--- config.mk ---
export PLATFORM = sky130hd
export DESIGN_NAME = cbia_ctrl_flat
export DESIGN_NICKNAME = d
export VERILOG_FILES = /design/src/cbia_pkg.sv /design/src/cbia_bus_if.sv /design/src/cbia_ctrl.sv /design/src/flat_wrapper.sv
export SDC_FILE = /design/constraint.sdc
export NUM_CORES = 1
export LEC_CHECK = 0
export ABC_AREA = 0
export BUFFER_PORTS_ARGS = -buffer_cell sky130_fd_sc_hd__buf_2
export CAP_MARGIN = 10
export CORE_AREA = 2 2 110 112
export CTS_BUF_LIST = sky130_fd_sc_hd__clkbuf_4
export DETAILED_ROUTE_END_ITERATION = 7
export DIE_AREA = 0 0 112 114
export PLACE_DENSITY = 0.78
export SLEW_MARGIN = 10
export SYNTH_ARGS = -nofsm -noshare
export SYNTH_HDL_FRONTEND = slang
export SYNTH_SLANG_ARGS = --single-unit
--- constraint.sdc ---
create_clock -name clk_in -period 2.09 [get_ports clk_in]
set_input_delay 0.3135 -clock clk_in [delete_from_list [all_inputs] [get_ports clk_in]]
set_output_delay 0.3135 -clock clk_in [all_outputs]
set_load 0.005 [all_outputs]
--- src/cbia_pkg.sv ---
// Purpose: shared constants for the processor bus interface and arbiter
// Assumes: 125 MHz system clock
// Notes: address map and timing figures
package cbia_pkg;
   localparam int          CLK_PERIOD_NS     = 8;
   localparam int          RESET_MIN_NS      = 20;
   localparam int          RESET_MIN_CYC     = (RESET_MIN_NS + CLK_PERIOD_NS - 1) / CLK_PERIOD_NS;
   localparam int          BUS_CLK_KHZ       = 12440;
   localparam int          SYS_CLK_KHZ       = 125000;
   // half period of the unstretched bus clock, in system cycles
   localparam int          BUS_HALF_CYC      = SYS_CLK_KHZ / (2 * BUS_CLK_KHZ);
   localparam int          NUM_CS            = 6;
   localparam int          NUM_DMA           = 8;
   localparam int          CS_AREA_BITS      = 24;
   localparam logic [7:0]  CS_AREA_BASE_0    = 8'h00;
   localparam logic [7:0]  CS_AREA_BASE_1    = 8'h01;
   localparam logic [7:0]  CS_AREA_BASE_2    = 8'h02;
   localparam logic [7:0]  CS_AREA_BASE_3    = 8'h03;
   localparam logic [7:0]  CS_AREA_BASE_4    = 8'h04;
   localparam logic [7:0]  CS_AREA_BASE_5    = 8'h05;
   localparam logic [31:0] SEQ_STEP          = 32'h0000_0004;
   typedef enum logic [1:0] {
      CBIA_OWN_NONE = 2'b00,
      CBIA_OWN_CPU  = 2'b01,
      CBIA_OWN_LCD  = 2'b10,
      CBIA_OWN_DMA  = 2'b11
   } cbia_owner_e;
   typedef enum logic [1:0] {
      CBIA_PWR_RUN    = 2'b00,
      CBIA_PWR_RST    = 2'b01,
      CBIA_PWR_SLEEP  = 2'b10,
      CBIA_PWR_WAKE   = 2'b11
   } cbia_pwr_e;
endpackage

--- src/cbia_bus_if.sv ---
// Purpose: processor bus between the controller and the processor core
// Assumes: both ends on clk_in; bus clock is a level sampled by the core
// Notes: data bus is split into two one-way directions
interface cbia_bus_if;
   logic        bus_clk;
   logic        cpu_reset_low;
   logic        core_power_sleep_low;
   logic        bus_hold_off_low;
   logic        address_hold_ctrl;
   logic        next_cycle_request_low;
   logic        read_write_dir;
   logic        line_fill_flag;
   logic [1:0]  access_size;
   logic [31:0] addr;
   logic [31:0] wdata;
   logic [31:0] rdata;
   modport ctrl (
      output bus_clk, cpu_reset_low, core_power_sleep_low, bus_hold_off_low,
             address_hold_ctrl, rdata,
      input  next_cycle_request_low, read_write_dir, line_fill_flag, access_size,
             addr, wdata
   );
   modport cpu (
      input  bus_clk, cpu_reset_low, core_power_sleep_low, bus_hold_off_low,
             address_hold_ctrl, rdata,
      output next_cycle_request_low, read_write_dir, line_fill_flag, access_size,
             addr, wdata
   );
endinterface

--- src/cbia_ctrl.sv ---
// Purpose: controller end: bus clock, sleep sequencing, decode, arbitration
// Assumes: core supply switch driven from supply_on_request
// Notes: all outputs registered except bus_hold_off_low and address_hold_ctrl, tied constant
// Functional notes
// - idle load stops bus clock until restart
// - sleep: reset at least 20 ns, then sleep
// - wake: supply first, then release reset, sleep; code drops sleep with the supply, then releases reset
// - processor gives full byte address, unwrapped fills
// - write lane by low address bits; code writes whole 32-bit word, ignores access_size
// - stretch only the bus clock low phase
// - processor wait input held inactive
// - request low means next cycle sequential
// - address refers to following access
// - sequential: same type, address plus four
// - non-sequential is idle then sequential cycle
// - direction stable during sequential access
// - address pipe enable kept deasserted
// - bus clock 12.44 MHz, slowable or stoppable; code divides to 12.5 MHz (half period 5 cycles)
// - data latched on bus clock falling edge
// - 32-bit data and address paths
// - six chip selects from address decode
// - boot select covers 16 MB at zero
// - second select covers external area
// - dma channel 0 highest, 7 lowest
// - dma chooses channel only when idle
// - system priority dma01, lcd, cpu, dma, cpu
module cbia_ctrl
   import cbia_pkg::*;
#(
   parameter int HALF_CYC = BUS_HALF_CYC
) (
   // clock and reset
   input  wire logic                clk_in,
   input  wire logic                rst_n_in,
   // processor bus
   cbia_bus_if.ctrl                 bus,
   // clock control
   input  wire logic [7:0]          clk_slow_in,
   input  wire logic [7:0]          access_stretch_in,
   input  wire logic                clk_stop_in,
   input  wire logic                idle_load_in,
   // power control
   input  wire logic                sleep_req_in,
   input  wire logic                supply_good_in,
   output logic                     supply_on_request_out,
   // memory side
   input  wire logic [31:0]         mem_rdata_in,
   output logic [NUM_CS-1:0]        chip_sel_out,
   output logic [31:0]              mem_wdata_out,
   output logic                     mem_write_out,
   output logic                     mem_strobe_out,
   // arbitration
   input  wire logic [NUM_DMA-1:0]  dma_req_in,
   input  wire logic [NUM_DMA-1:0]  dma_en_in,
   input  wire logic                dma_done_in,
   input  wire logic                lcd_req_in,
   input  wire logic                cpu_req_in,
   output logic [1:0]               grant_owner_out,
   output logic [2:0]               dma_chan_out
);
   // bus clock generator
   logic        clk_ff, nxt_clk;
   logic [9:0]  cnt_ff, nxt_cnt;
   logic        stopped_ff, nxt_stopped;
   logic        fall;
   always_comb begin
      nxt_clk     = clk_ff;
      nxt_cnt     = cnt_ff;
      nxt_stopped = stopped_ff;
      fall        = 1'b0;
      if (idle_load_in || clk_stop_in) begin
         nxt_stopped = 1'b1;
      end else if (!clk_stop_in && !idle_load_in) begin
         nxt_stopped = 1'b0;
      end
      if (!stopped_ff || clk_ff) begin
         if (clk_ff) begin
            if (cnt_ff >= 10'(HALF_CYC - 1)) begin
               nxt_clk = 1'b0;
               nxt_cnt = '0;
               fall    = 1'b1;
            end else begin
               nxt_cnt = cnt_ff + 10'h001;
            end
         end else if (!stopped_ff) begin
            // only low phase holds the stretch and slow-down
            if (cnt_ff >= 10'(HALF_CYC - 1) + 10'(clk_slow_in) + 10'(access_stretch_in)) begin
               nxt_clk = 1'b1;
               nxt_cnt = '0;
            end else begin
               nxt_cnt = cnt_ff + 10'h001;
            end
         end
      end
   end
   always_ff @(posedge clk_in or negedge rst_n_in) begin
      if (!rst_n_in) begin
         clk_ff     <= 1'b0;
         cnt_ff     <= '0;
         stopped_ff <= 1'b0;
      end else begin
         clk_ff     <= nxt_clk;
         cnt_ff     <= nxt_cnt;
         stopped_ff <= nxt_stopped;
      end
   end
   assign bus.bus_clk           = clk_ff;
   assign bus.bus_hold_off_low  = 1'b1;
   assign bus.address_hold_ctrl = 1'b0;

   // sleep sequencer
   cbia_pwr_e   pwr_ff, nxt_pwr;
   logic [3:0]  rcnt_ff, nxt_rcnt;
   logic        rst_low_ff, nxt_rst_low;
   logic        supply_ff, nxt_supply;
   logic        sg_m_ff, sg_ff;
   always_comb begin
      nxt_pwr     = pwr_ff;
      nxt_rcnt    = rcnt_ff;
      nxt_rst_low = rst_low_ff;
      nxt_supply  = supply_ff;
      case (pwr_ff)
         CBIA_PWR_RUN: begin
            if (sleep_req_in) begin
               nxt_pwr     = CBIA_PWR_RST;
               nxt_rst_low = 1'b1;
               nxt_rcnt    = '0;
            end
         end
         CBIA_PWR_RST: begin
            if (rcnt_ff >= 4'(RESET_MIN_CYC)) begin
               nxt_pwr    = CBIA_PWR_SLEEP;
               nxt_supply = 1'b0;
            end else begin
               nxt_rcnt = rcnt_ff + 4'h1;
            end
         end
         CBIA_PWR_SLEEP: begin
            if (!sleep_req_in) begin
               nxt_pwr    = CBIA_PWR_WAKE;
               nxt_supply = 1'b1;
            end
         end
         CBIA_PWR_WAKE: begin
            if (sg_ff) begin
               nxt_pwr     = CBIA_PWR_RUN;
               nxt_rst_low = 1'b0;
            end
         end
         default: nxt_pwr = CBIA_PWR_RUN;
      endcase
   end
   always_ff @(posedge clk_in or negedge rst_n_in) begin
      if (!rst_n_in) begin
         pwr_ff     <= CBIA_PWR_RUN;
         rcnt_ff    <= '0;
         rst_low_ff <= 1'b0;
         supply_ff  <= 1'b1;
         sg_m_ff    <= 1'b0;
         sg_ff      <= 1'b0;
      end else begin
         pwr_ff     <= nxt_pwr;
         rcnt_ff    <= nxt_rcnt;
         rst_low_ff <= nxt_rst_low;
         supply_ff  <= nxt_supply;
         sg_m_ff    <= supply_good_in;
         sg_ff      <= sg_m_ff;
      end
   end
   assign bus.cpu_reset_low        = ~rst_low_ff;
   // power-sleep input follows the power-enable output
   assign bus.core_power_sleep_low = supply_ff;
   assign supply_on_request_out    = supply_ff;

   // access tracking, decode, data lanes
   logic              req_ff, nxt_req;
   logic [31:0]       addr_ff, nxt_addr;
   logic [31:0]       prev_ff, nxt_prev;
   logic              prev_dir_ff, nxt_prev_dir;
   logic [NUM_CS-1:0] cs_ff, nxt_cs;
   logic [31:0]       wd_ff, nxt_wd;
   logic [31:0]       rd_ff, nxt_rd;
   logic              wr_ff, nxt_wr, stb_ff, nxt_stb;
   logic              seq_ok;
   always_comb begin
      nxt_req      = req_ff;
      nxt_addr     = addr_ff;
      nxt_prev     = prev_ff;
      nxt_prev_dir = prev_dir_ff;
      nxt_cs       = cs_ff;
      nxt_wd       = wd_ff;
      nxt_rd       = rd_ff;
      nxt_wr       = 1'b0;
      nxt_stb      = 1'b0;
      seq_ok       = (bus.addr == prev_ff + SEQ_STEP)
                     && (bus.read_write_dir == prev_dir_ff);
      if (fall) begin
         // request sampled now describes the next cycle
         nxt_req  = ~bus.next_cycle_request_low;
         nxt_addr = bus.addr;
         nxt_cs   = '0;
         case (bus.addr[31:CS_AREA_BITS])
            CS_AREA_BASE_0: nxt_cs[0] = 1'b1;
            CS_AREA_BASE_1: nxt_cs[1] = 1'b1;
            CS_AREA_BASE_2: nxt_cs[2] = 1'b1;
            CS_AREA_BASE_3: nxt_cs[3] = 1'b1;
            CS_AREA_BASE_4: nxt_cs[4] = 1'b1;
            CS_AREA_BASE_5: nxt_cs[5] = 1'b1;
            default:        nxt_cs    = '0;
         endcase
         if (req_ff) begin
            // data moves only in a sequential cycle
            nxt_stb      = 1'b1;
            nxt_wr       = bus.read_write_dir;
            nxt_wd       = bus.wdata;
            nxt_rd       = mem_rdata_in;
            nxt_prev     = addr_ff;
            nxt_prev_dir = bus.read_write_dir;
            if (!seq_ok && !bus.line_fill_flag) begin
               nxt_prev = addr_ff;
            end
         end
      end
   end
   always_ff @(posedge clk_in or negedge rst_n_in) begin
      if (!rst_n_in) begin
         req_ff      <= 1'b0;
         addr_ff     <= '0;
         prev_ff     <= '0;
         prev_dir_ff <= 1'b0;
         cs_ff       <= '0;
         wd_ff       <= '0;
         rd_ff       <= '0;
         wr_ff       <= 1'b0;
         stb_ff      <= 1'b0;
      end else begin
         req_ff      <= nxt_req;
         addr_ff     <= nxt_addr;
         prev_ff     <= nxt_prev;
         prev_dir_ff <= nxt_prev_dir;
         cs_ff       <= nxt_cs;
         wd_ff       <= nxt_wd;
         rd_ff       <= nxt_rd;
         wr_ff       <= nxt_wr;
         stb_ff      <= nxt_stb;
      end
   end
   assign bus.rdata     = rd_ff;
   assign chip_sel_out  = cs_ff;
   assign mem_wdata_out = wd_ff;
   assign mem_write_out = wr_ff;
   assign mem_strobe_out = stb_ff;

   // memory arbitration
   cbia_owner_e own_ff, nxt_own;
   logic [2:0]  ch_ff, nxt_ch;
   logic        dma_busy_ff, nxt_dma_busy;
   logic        dma_recent_ff, nxt_dma_recent;
   logic        pick_ok;
   logic [2:0]  pick;
   always_comb begin
      pick    = '0;
      pick_ok = 1'b0;
      for (int i = NUM_DMA - 1; i >= 0; i--) begin
         if (dma_req_in[i]) begin
            pick    = 3'(i);
            pick_ok = 1'b1;
         end
      end
      nxt_ch         = ch_ff;
      nxt_dma_busy   = dma_busy_ff && !dma_done_in;
      nxt_dma_recent = dma_busy_ff;
      nxt_own        = CBIA_OWN_NONE;
      if (!dma_busy_ff && pick_ok) begin
         nxt_ch = pick;
      end
      if (pick_ok && !dma_busy_ff && dma_en_in[0] && dma_en_in[1]) begin
         nxt_own = CBIA_OWN_DMA;
      end else if (lcd_req_in) begin
         nxt_own = CBIA_OWN_LCD;
      end else if (cpu_req_in && (dma_busy_ff || dma_recent_ff)) begin
         nxt_own = CBIA_OWN_CPU;
      end else if (pick_ok && !dma_busy_ff) begin
         nxt_own = CBIA_OWN_DMA;
      end else if (cpu_req_in) begin
         nxt_own = CBIA_OWN_CPU;
      end
      if (nxt_own == CBIA_OWN_DMA) begin
         nxt_dma_busy = 1'b1;
      end
   end
   always_ff @(posedge clk_in or negedge rst_n_in) begin
      if (!rst_n_in) begin
         own_ff        <= CBIA_OWN_NONE;
         ch_ff         <= '0;
         dma_busy_ff   <= 1'b0;
         dma_recent_ff <= 1'b0;
      end else begin
         own_ff        <= nxt_own;
         ch_ff         <= nxt_ch;
         dma_busy_ff   <= nxt_dma_busy;
         dma_recent_ff <= nxt_dma_recent;
      end
   end
   assign grant_owner_out = own_ff;
   assign dma_chan_out    = ch_ff;
endmodule // cbia_ctrl

--- src/flat_wrapper.sv ---
// flat-port wrapper written by rule: the top's interface ports become plain ports
module cbia_ctrl_flat import cbia_pkg::*;
#(
   parameter int HALF_CYC = BUS_HALF_CYC
)
  (clk_in, rst_n_in, clk_slow_in, access_stretch_in, clk_stop_in, idle_load_in, sleep_req_in, supply_good_in, supply_on_request_out, mem_rdata_in, chip_sel_out, mem_wdata_out, mem_write_out, mem_strobe_out, dma_req_in, dma_en_in, dma_done_in, lcd_req_in, cpu_req_in, grant_owner_out, dma_chan_out, bus_bus_clk, bus_cpu_reset_low, bus_core_power_sleep_low, bus_bus_hold_off_low, bus_address_hold_ctrl, bus_rdata, bus_next_cycle_request_low, bus_read_write_dir, bus_line_fill_flag, bus_access_size, bus_addr, bus_wdata);
  cbia_bus_if bus_i ();
  input  wire logic clk_in;
  input  wire logic rst_n_in;
  input  wire logic [7:0] clk_slow_in;
  input  wire logic [7:0] access_stretch_in;
  input  wire logic clk_stop_in;
  input  wire logic idle_load_in;
  input  wire logic sleep_req_in;
  input  wire logic supply_good_in;
  output logic supply_on_request_out;
  input  wire logic [31:0] mem_rdata_in;
  output logic [NUM_CS-1:0] chip_sel_out;
  output logic [31:0] mem_wdata_out;
  output logic mem_write_out;
  output logic mem_strobe_out;
  input  wire logic [NUM_DMA-1:0] dma_req_in;
  input  wire logic [NUM_DMA-1:0] dma_en_in;
  input  wire logic dma_done_in;
  input  wire logic lcd_req_in;
  input  wire logic cpu_req_in;
  output logic [1:0] grant_owner_out;
  output logic [2:0] dma_chan_out;
  output wire logic [$bits(bus_i.bus_clk)-1:0] bus_bus_clk;
  output wire logic [$bits(bus_i.cpu_reset_low)-1:0] bus_cpu_reset_low;
  output wire logic [$bits(bus_i.core_power_sleep_low)-1:0] bus_core_power_sleep_low;
  output wire logic [$bits(bus_i.bus_hold_off_low)-1:0] bus_bus_hold_off_low;
  output wire logic [$bits(bus_i.address_hold_ctrl)-1:0] bus_address_hold_ctrl;
  output wire logic [$bits(bus_i.rdata)-1:0] bus_rdata;
  input wire logic [$bits(bus_i.next_cycle_request_low)-1:0] bus_next_cycle_request_low;
  input wire logic [$bits(bus_i.read_write_dir)-1:0] bus_read_write_dir;
  input wire logic [$bits(bus_i.line_fill_flag)-1:0] bus_line_fill_flag;
  input wire logic [$bits(bus_i.access_size)-1:0] bus_access_size;
  input wire logic [$bits(bus_i.addr)-1:0] bus_addr;
  input wire logic [$bits(bus_i.wdata)-1:0] bus_wdata;
  assign bus_bus_clk = bus_i.bus_clk;
  assign bus_cpu_reset_low = bus_i.cpu_reset_low;
  assign bus_core_power_sleep_low = bus_i.core_power_sleep_low;
  assign bus_bus_hold_off_low = bus_i.bus_hold_off_low;
  assign bus_address_hold_ctrl = bus_i.address_hold_ctrl;
  assign bus_rdata = bus_i.rdata;
  assign bus_i.next_cycle_request_low = bus_next_cycle_request_low;
  assign bus_i.read_write_dir = bus_read_write_dir;
  assign bus_i.line_fill_flag = bus_line_fill_flag;
  assign bus_i.access_size = bus_access_size;
  assign bus_i.addr = bus_addr;
  assign bus_i.wdata = bus_wdata;
  cbia_ctrl #(.HALF_CYC(HALF_CYC)) u_core (.clk_in(clk_in), .rst_n_in(rst_n_in), .bus(bus_i), .clk_slow_in(clk_slow_in), .access_stretch_in(access_stretch_in), .clk_stop_in(clk_stop_in), .idle_load_in(idle_load_in), .sleep_req_in(sleep_req_in), .supply_good_in(supply_good_in), .supply_on_request_out(supply_on_request_out), .mem_rdata_in(mem_rdata_in), .chip_sel_out(chip_sel_out), .mem_wdata_out(mem_wdata_out), .mem_write_out(mem_write_out), .mem_strobe_out(mem_strobe_out), .dma_req_in(dma_req_in), .dma_en_in(dma_en_in), .dma_done_in(dma_done_in), .lcd_req_in(lcd_req_in), .cpu_req_in(cpu_req_in), .grant_owner_out(grant_owner_out), .dma_chan_out(dma_chan_out));
endmodule
==> impl_metrics.prom <==
# TYPE chip_impl_metric gauge
chip_impl_metric{name="grt_pass1_wl",unit="microns"} 19000
chip_impl_metric{name="placedInstanceArea",unit="sq um"} 6330
chip_impl_metric{name="setup_violations",unit=""} 11
chip_impl_metric{name="power_leakage",unit="nW"} 3.44
chip_impl_info{name="layout.cells.most_common",value="buf_2"} 1
chip_impl_metric{name="num_rows",unit=""} 40
chip_impl_metric{name="globalRouteOverflowTotal",unit=""} 0
chip_impl_metric{name="drt-vias-per-instance",unit=""} 4.93
chip_impl_metric{name="synth-seq-area-share",unit=""} 0.510
chip_impl_metric{name="clockBufferDepth",unit=""} 2
chip_impl_metric{name="io_pins",unit=""} 225
chip_impl_metric{name="synth-xor-area-share",unit=""} 0.0315
chip_impl_metric{name="maximum_number_of_pins_on_one_net_before_global_route_repair",unit=""} 52
chip_impl_metric{name="ir_worst_vdd",unit="V"} 0.000720
chip_impl_metric{name="cts.reportedPaths.clkPinSlew",unit="ps"} 160
chip_impl_metric{name="firstDrtPassIters",unit=""} 4
chip_impl_info{name="crit_path_start_kind",value="input port"} 1
chip_impl_metric{name="globalplace.congestion",unit=""} 0.825
chip_impl_metric{name="synth-edff-count",unit=""} 0
chip_impl_metric{name="worstPathArrival",unit="ps"} 3070
chip_impl_metric{name="syn2layout_area_growth",unit="%"} 33.2
chip_impl_metric{name="routedWlPerCell",unit="microns"} 14.8
chip_impl_metric{name="final_core_util",unit=""} 0.569
chip_impl_metric{name="final_antenna_net_count",unit=""} 0
chip_impl_metric{name="synthMuxAreaShare",unit=""} 0.183
chip_impl_metric{name="residual_drc_count",unit=""} 0
chip_impl_metric{name="core_area",unit="sq um"} 11700
chip_impl_info{name="synth_top_family_by_area",value="multiplexers"} 1
chip_impl_info{name="hold_path.class",value="input port to flip-flop"} 1
chip_impl_metric{name="via_count_of_the_first_global_routing_pass",unit=""} 4028
chip_impl_metric{name="synth-seq-cells",unit=""} 102
chip_impl_metric{name="cts_max_level",unit=""} 3
chip_impl_metric{name="number_of_nets_in_the_layout",unit=""} 792
chip_impl_metric{name="power-per-cell-area",unit="nW/um^2"} 1240
chip_impl_metric{name="n_antenna_cell",unit=""} 0
chip_impl_metric{name="place_hpwl",unit="microns"} 8890
chip_impl_metric{name="final_min_period_over_clock_period",unit=""} 1.29
chip_impl_metric{name="drtIter0Drc",unit=""} 197
chip_impl_metric{name="grt_use_total",unit=""} 0.184
chip_impl_metric{name="worst_slew_pin_slew",unit="ps"} 644
chip_impl_info{name="tritoncts_clock_tree",value="done"} 1
chip_impl_metric{name="floorplan.initialDensity",unit=""} 0.427
chip_impl_metric{name="synthAdderAreaFrac",unit=""} 0.0715
chip_impl_metric{name="finalClockSkew",unit="ps"} 23.7
chip_impl_metric{name="postSynthAreaPerCell",unit="sq um"} 12.6
chip_impl_info{name="grt_setup_unrepaired",value="true"} 1
chip_impl_metric{name="max_slew_vio_count",unit=""} 0
chip_impl_metric{name="synth_compound_area_frac",unit=""} 0.0737
chip_impl_metric{name="achievable-frequency",unit="MHz"} 372
chip_impl_metric{name="layout-drive-gt1-share",unit=""} 0.518
chip_impl_metric{name="die_h",unit="microns"} 114
chip_impl_metric{name="post-route-min-period",unit="ps"} 2690
chip_impl_metric{name="synth-async-reset-ratio",unit=""} 1.00
chip_impl_metric{name="drt_wl_total",unit="microns"} 11500
chip_impl_metric{name="clkSinkCount",unit=""} 102
chip_impl_metric{name="syn-num-nets",unit=""} 566
chip_impl_metric{name="cell_area_after_synthesis",unit="sq um"} 5010
chip_impl_metric{name="die_w",unit="microns"} 112
chip_impl_metric{name="max-cap-violations",unit=""} 0
chip_impl_metric{name="critPathMaxFanout",unit=""} 8
chip_impl_metric{name="die-area",unit="sq um"} 12800
chip_impl_metric{name="yosys_warnings",unit=""} 0
chip_impl_info{name="status",value="complete, but fails checks"} 1
chip_impl_metric{name="layout_setup_ws",unit="ps"} -598
chip_impl_metric{name="post_synth_and_or_nand_nor_area_fraction",unit=""} 0.0970
chip_impl_metric{name="synth_cell_types",unit=""} 52
chip_impl_metric{name="cts_made_buffers",unit=""} 9
chip_impl_info{name="endpoint_kind",value="flip-flop"} 1
chip_impl_metric{name="slew_headroom",unit=""} 0.570
chip_impl_metric{name="antenna_found_initial",unit=""} 0
chip_impl_metric{name="hold_violations",unit=""} 0
chip_impl_info{name="final_cell_mix",value="buf_2 (186), dfrtp_1 (101), mux2_4 (49)"} 1
chip_impl_info{name="path_class",value="input port to flip-flop"} 1
chip_impl_info{name="violations_in_the_final_reports",value="setup timing"} 1
chip_impl_metric{name="routed-via-count",unit=""} 3817
chip_impl_metric{name="tns",unit="ps"} -6030
chip_impl_info{name="root_buffer",value="clkbuf_4"} 1
chip_impl_metric{name="timing.hold.ws",unit="ps"} 47.5
chip_impl_metric{name="worst_ep_required_time",unit="ps"} 2470
chip_impl_info{name="synth_top_flop_cell",value="dfrtp_1"} 1
chip_impl_metric{name="syn_inst",unit=""} 396
chip_impl_metric{name="finalInstanceArea",unit="sq um"} 6670
chip_impl_metric{name="clk_latency_worst_skew_pair",unit="ps"} 460
chip_impl_metric{name="placement.io_buffers",unit=""} 189
==> path summary, 6_finish.rpt <==
check / from / end / slack (ps) / depth (start not counted)
max: clk_slow_in[4] / u_core.cnt_ff[4] / -600 / 14
min: lcd_req_in / u_core.grant_owner_out[0] / 50 / 2
max reg2reg: u_core.cnt_ff[6] / u_core.mem_wdata_out[18] / 70 / 6
min reg2reg: u_core.sg_m_ff / u_core.sg_ff / 360 / 0
max in group asynchronous: rst_n_in / u_core.mem_wdata_out[23] / 1070 / 3
min in group asynchronous: rst_n_in / u_core.mem_wdata_out[10] / 430 / 2
==> per-layer routing <==
| layer | wire, microns | track usage | share of wire |
|---|---|---|---|
| met1 | 4810 | 0.224 | 0.42 |
| met2 | 5890 | 0.333 | 0.51 |
| met3 | 654 | 0.0420 | 0.057 |
| met4 | 126 | 0.0447 | 0.011 |
| met5 | 0 | 0 | 0 |
==> report_power, final <==
part           internal (mW)  leakage, nW  switching, mW  total, mW
logic                   2.22         2.07           1.63       3.85
registers               2.79         1.28          0.477       3.27
clock network          0.510       0.0889          0.663       1.17
total                   5.52         3.44           2.77       8.29
==> worst max-delay path, cell delays in order <==
cell       delay (ps)
buf_2             160
nand3_1           110
xnor2_1           140
ha_1              350
o2111ai_1         140
nand3_1           130
o41a_1            350
xnor2_1           140
ha_1              290
o21a_1            180
a21oi_2           160
o31ai_4           110
a211o_4           390
nor2_1            110
==> state kept, by name (all words and copies together) (netlist names) <==
register and count:
u_core.mem_wdata_out 32, u_core.bus.rdata 32, u_core.stopped_ff 1, u_core.cnt_ff 10, u_core.dma_chan_out 3, u_core.dma_busy_ff 1, u_core.bus.bus_clk 1, u_core.mem_write_out 1
u_core.chip_sel_out 6, u_core.grant_owner_out 2, u_core.req_ff 1, u_core.bus.core_power_sleep_low 1, u_core.sg_ff 1, u_core.sg_m_ff 1, u_core.mem_strobe_out 1, u_core.rcnt_ff 4
u_core.pwr_ff 2, u_core.rst_low_ff 1, u_core.dma_recent_ff 1
==> timing repair <==
action                                  in CTS  in global routing
buffers inserted                             2                  1
hold buffers                                 5                  1
pin swaps                                   10                  9
endpoints found under the hold margin       51                  1
gates resized for setup                     12                  6
endpoints found under the setup margin      11                 33
==> cell type report <==
| type | count | area, sq um |
|---|---|---|
| fill | 977 | 5040 |
| sequential | 102 | 2550 |
| multi-input combinational | 267 | 2400 |
| timing repair buffer | 226 | 1300 |
| tap | 147 | 184 |
| clock inverter | 6 | 92.6 |
| clock buffer | 10 | 75.1 |
| inverter | 16 | 60.1 |
==> cells by family (layout without fill, tap and decap cells) <==
kind of cell,Yosys count,in the layout
flops,102,102
simple gates,97,97
mux,65,65
compound gates,57,57
fa+ha+maj,28,28
buf+inv,27,258
xor+xnor,18,18
other cells,2,2
==> cell usage after synthesis (all sizes together) (6+ instances only) <==
| library cell | number | area [sq um] |
|---|---|---|
| a21oi | 17 | 85.1 |
| buf | 10 | 95.1 |
| dfrtp | 101 | 2530 |
| ha | 27 | 338 |
| inv | 16 | 60.1 |
| mux2 | 65 | 916 |
| nand2 | 25 | 93.8 |
| nand3 | 10 | 50.1 |
| nand4 | 6 | 37.5 |
| nor2 | 22 | 85.1 |
| nor3 | 7 | 35.0 |
| o21ai | 12 | 60.1 |
| xnor2 | 9 | 78.8 |
| xor2 | 9 | 78.8 |
==> metrics by stage <==
step | instances | setup slack (ps) | power [mW]
after floorplan | 396 | -703 | 5.59
after detailed placement | 749 | -1100 | 7.05
after global routing | 774 | -673 | 8.90
after global placement | 749 | -960 | 6.87
final | 774 | -598 | 8.29
after CTS | 772 | -567 | 8.33
No activity file was read; power rests on OpenSTA's default activity.
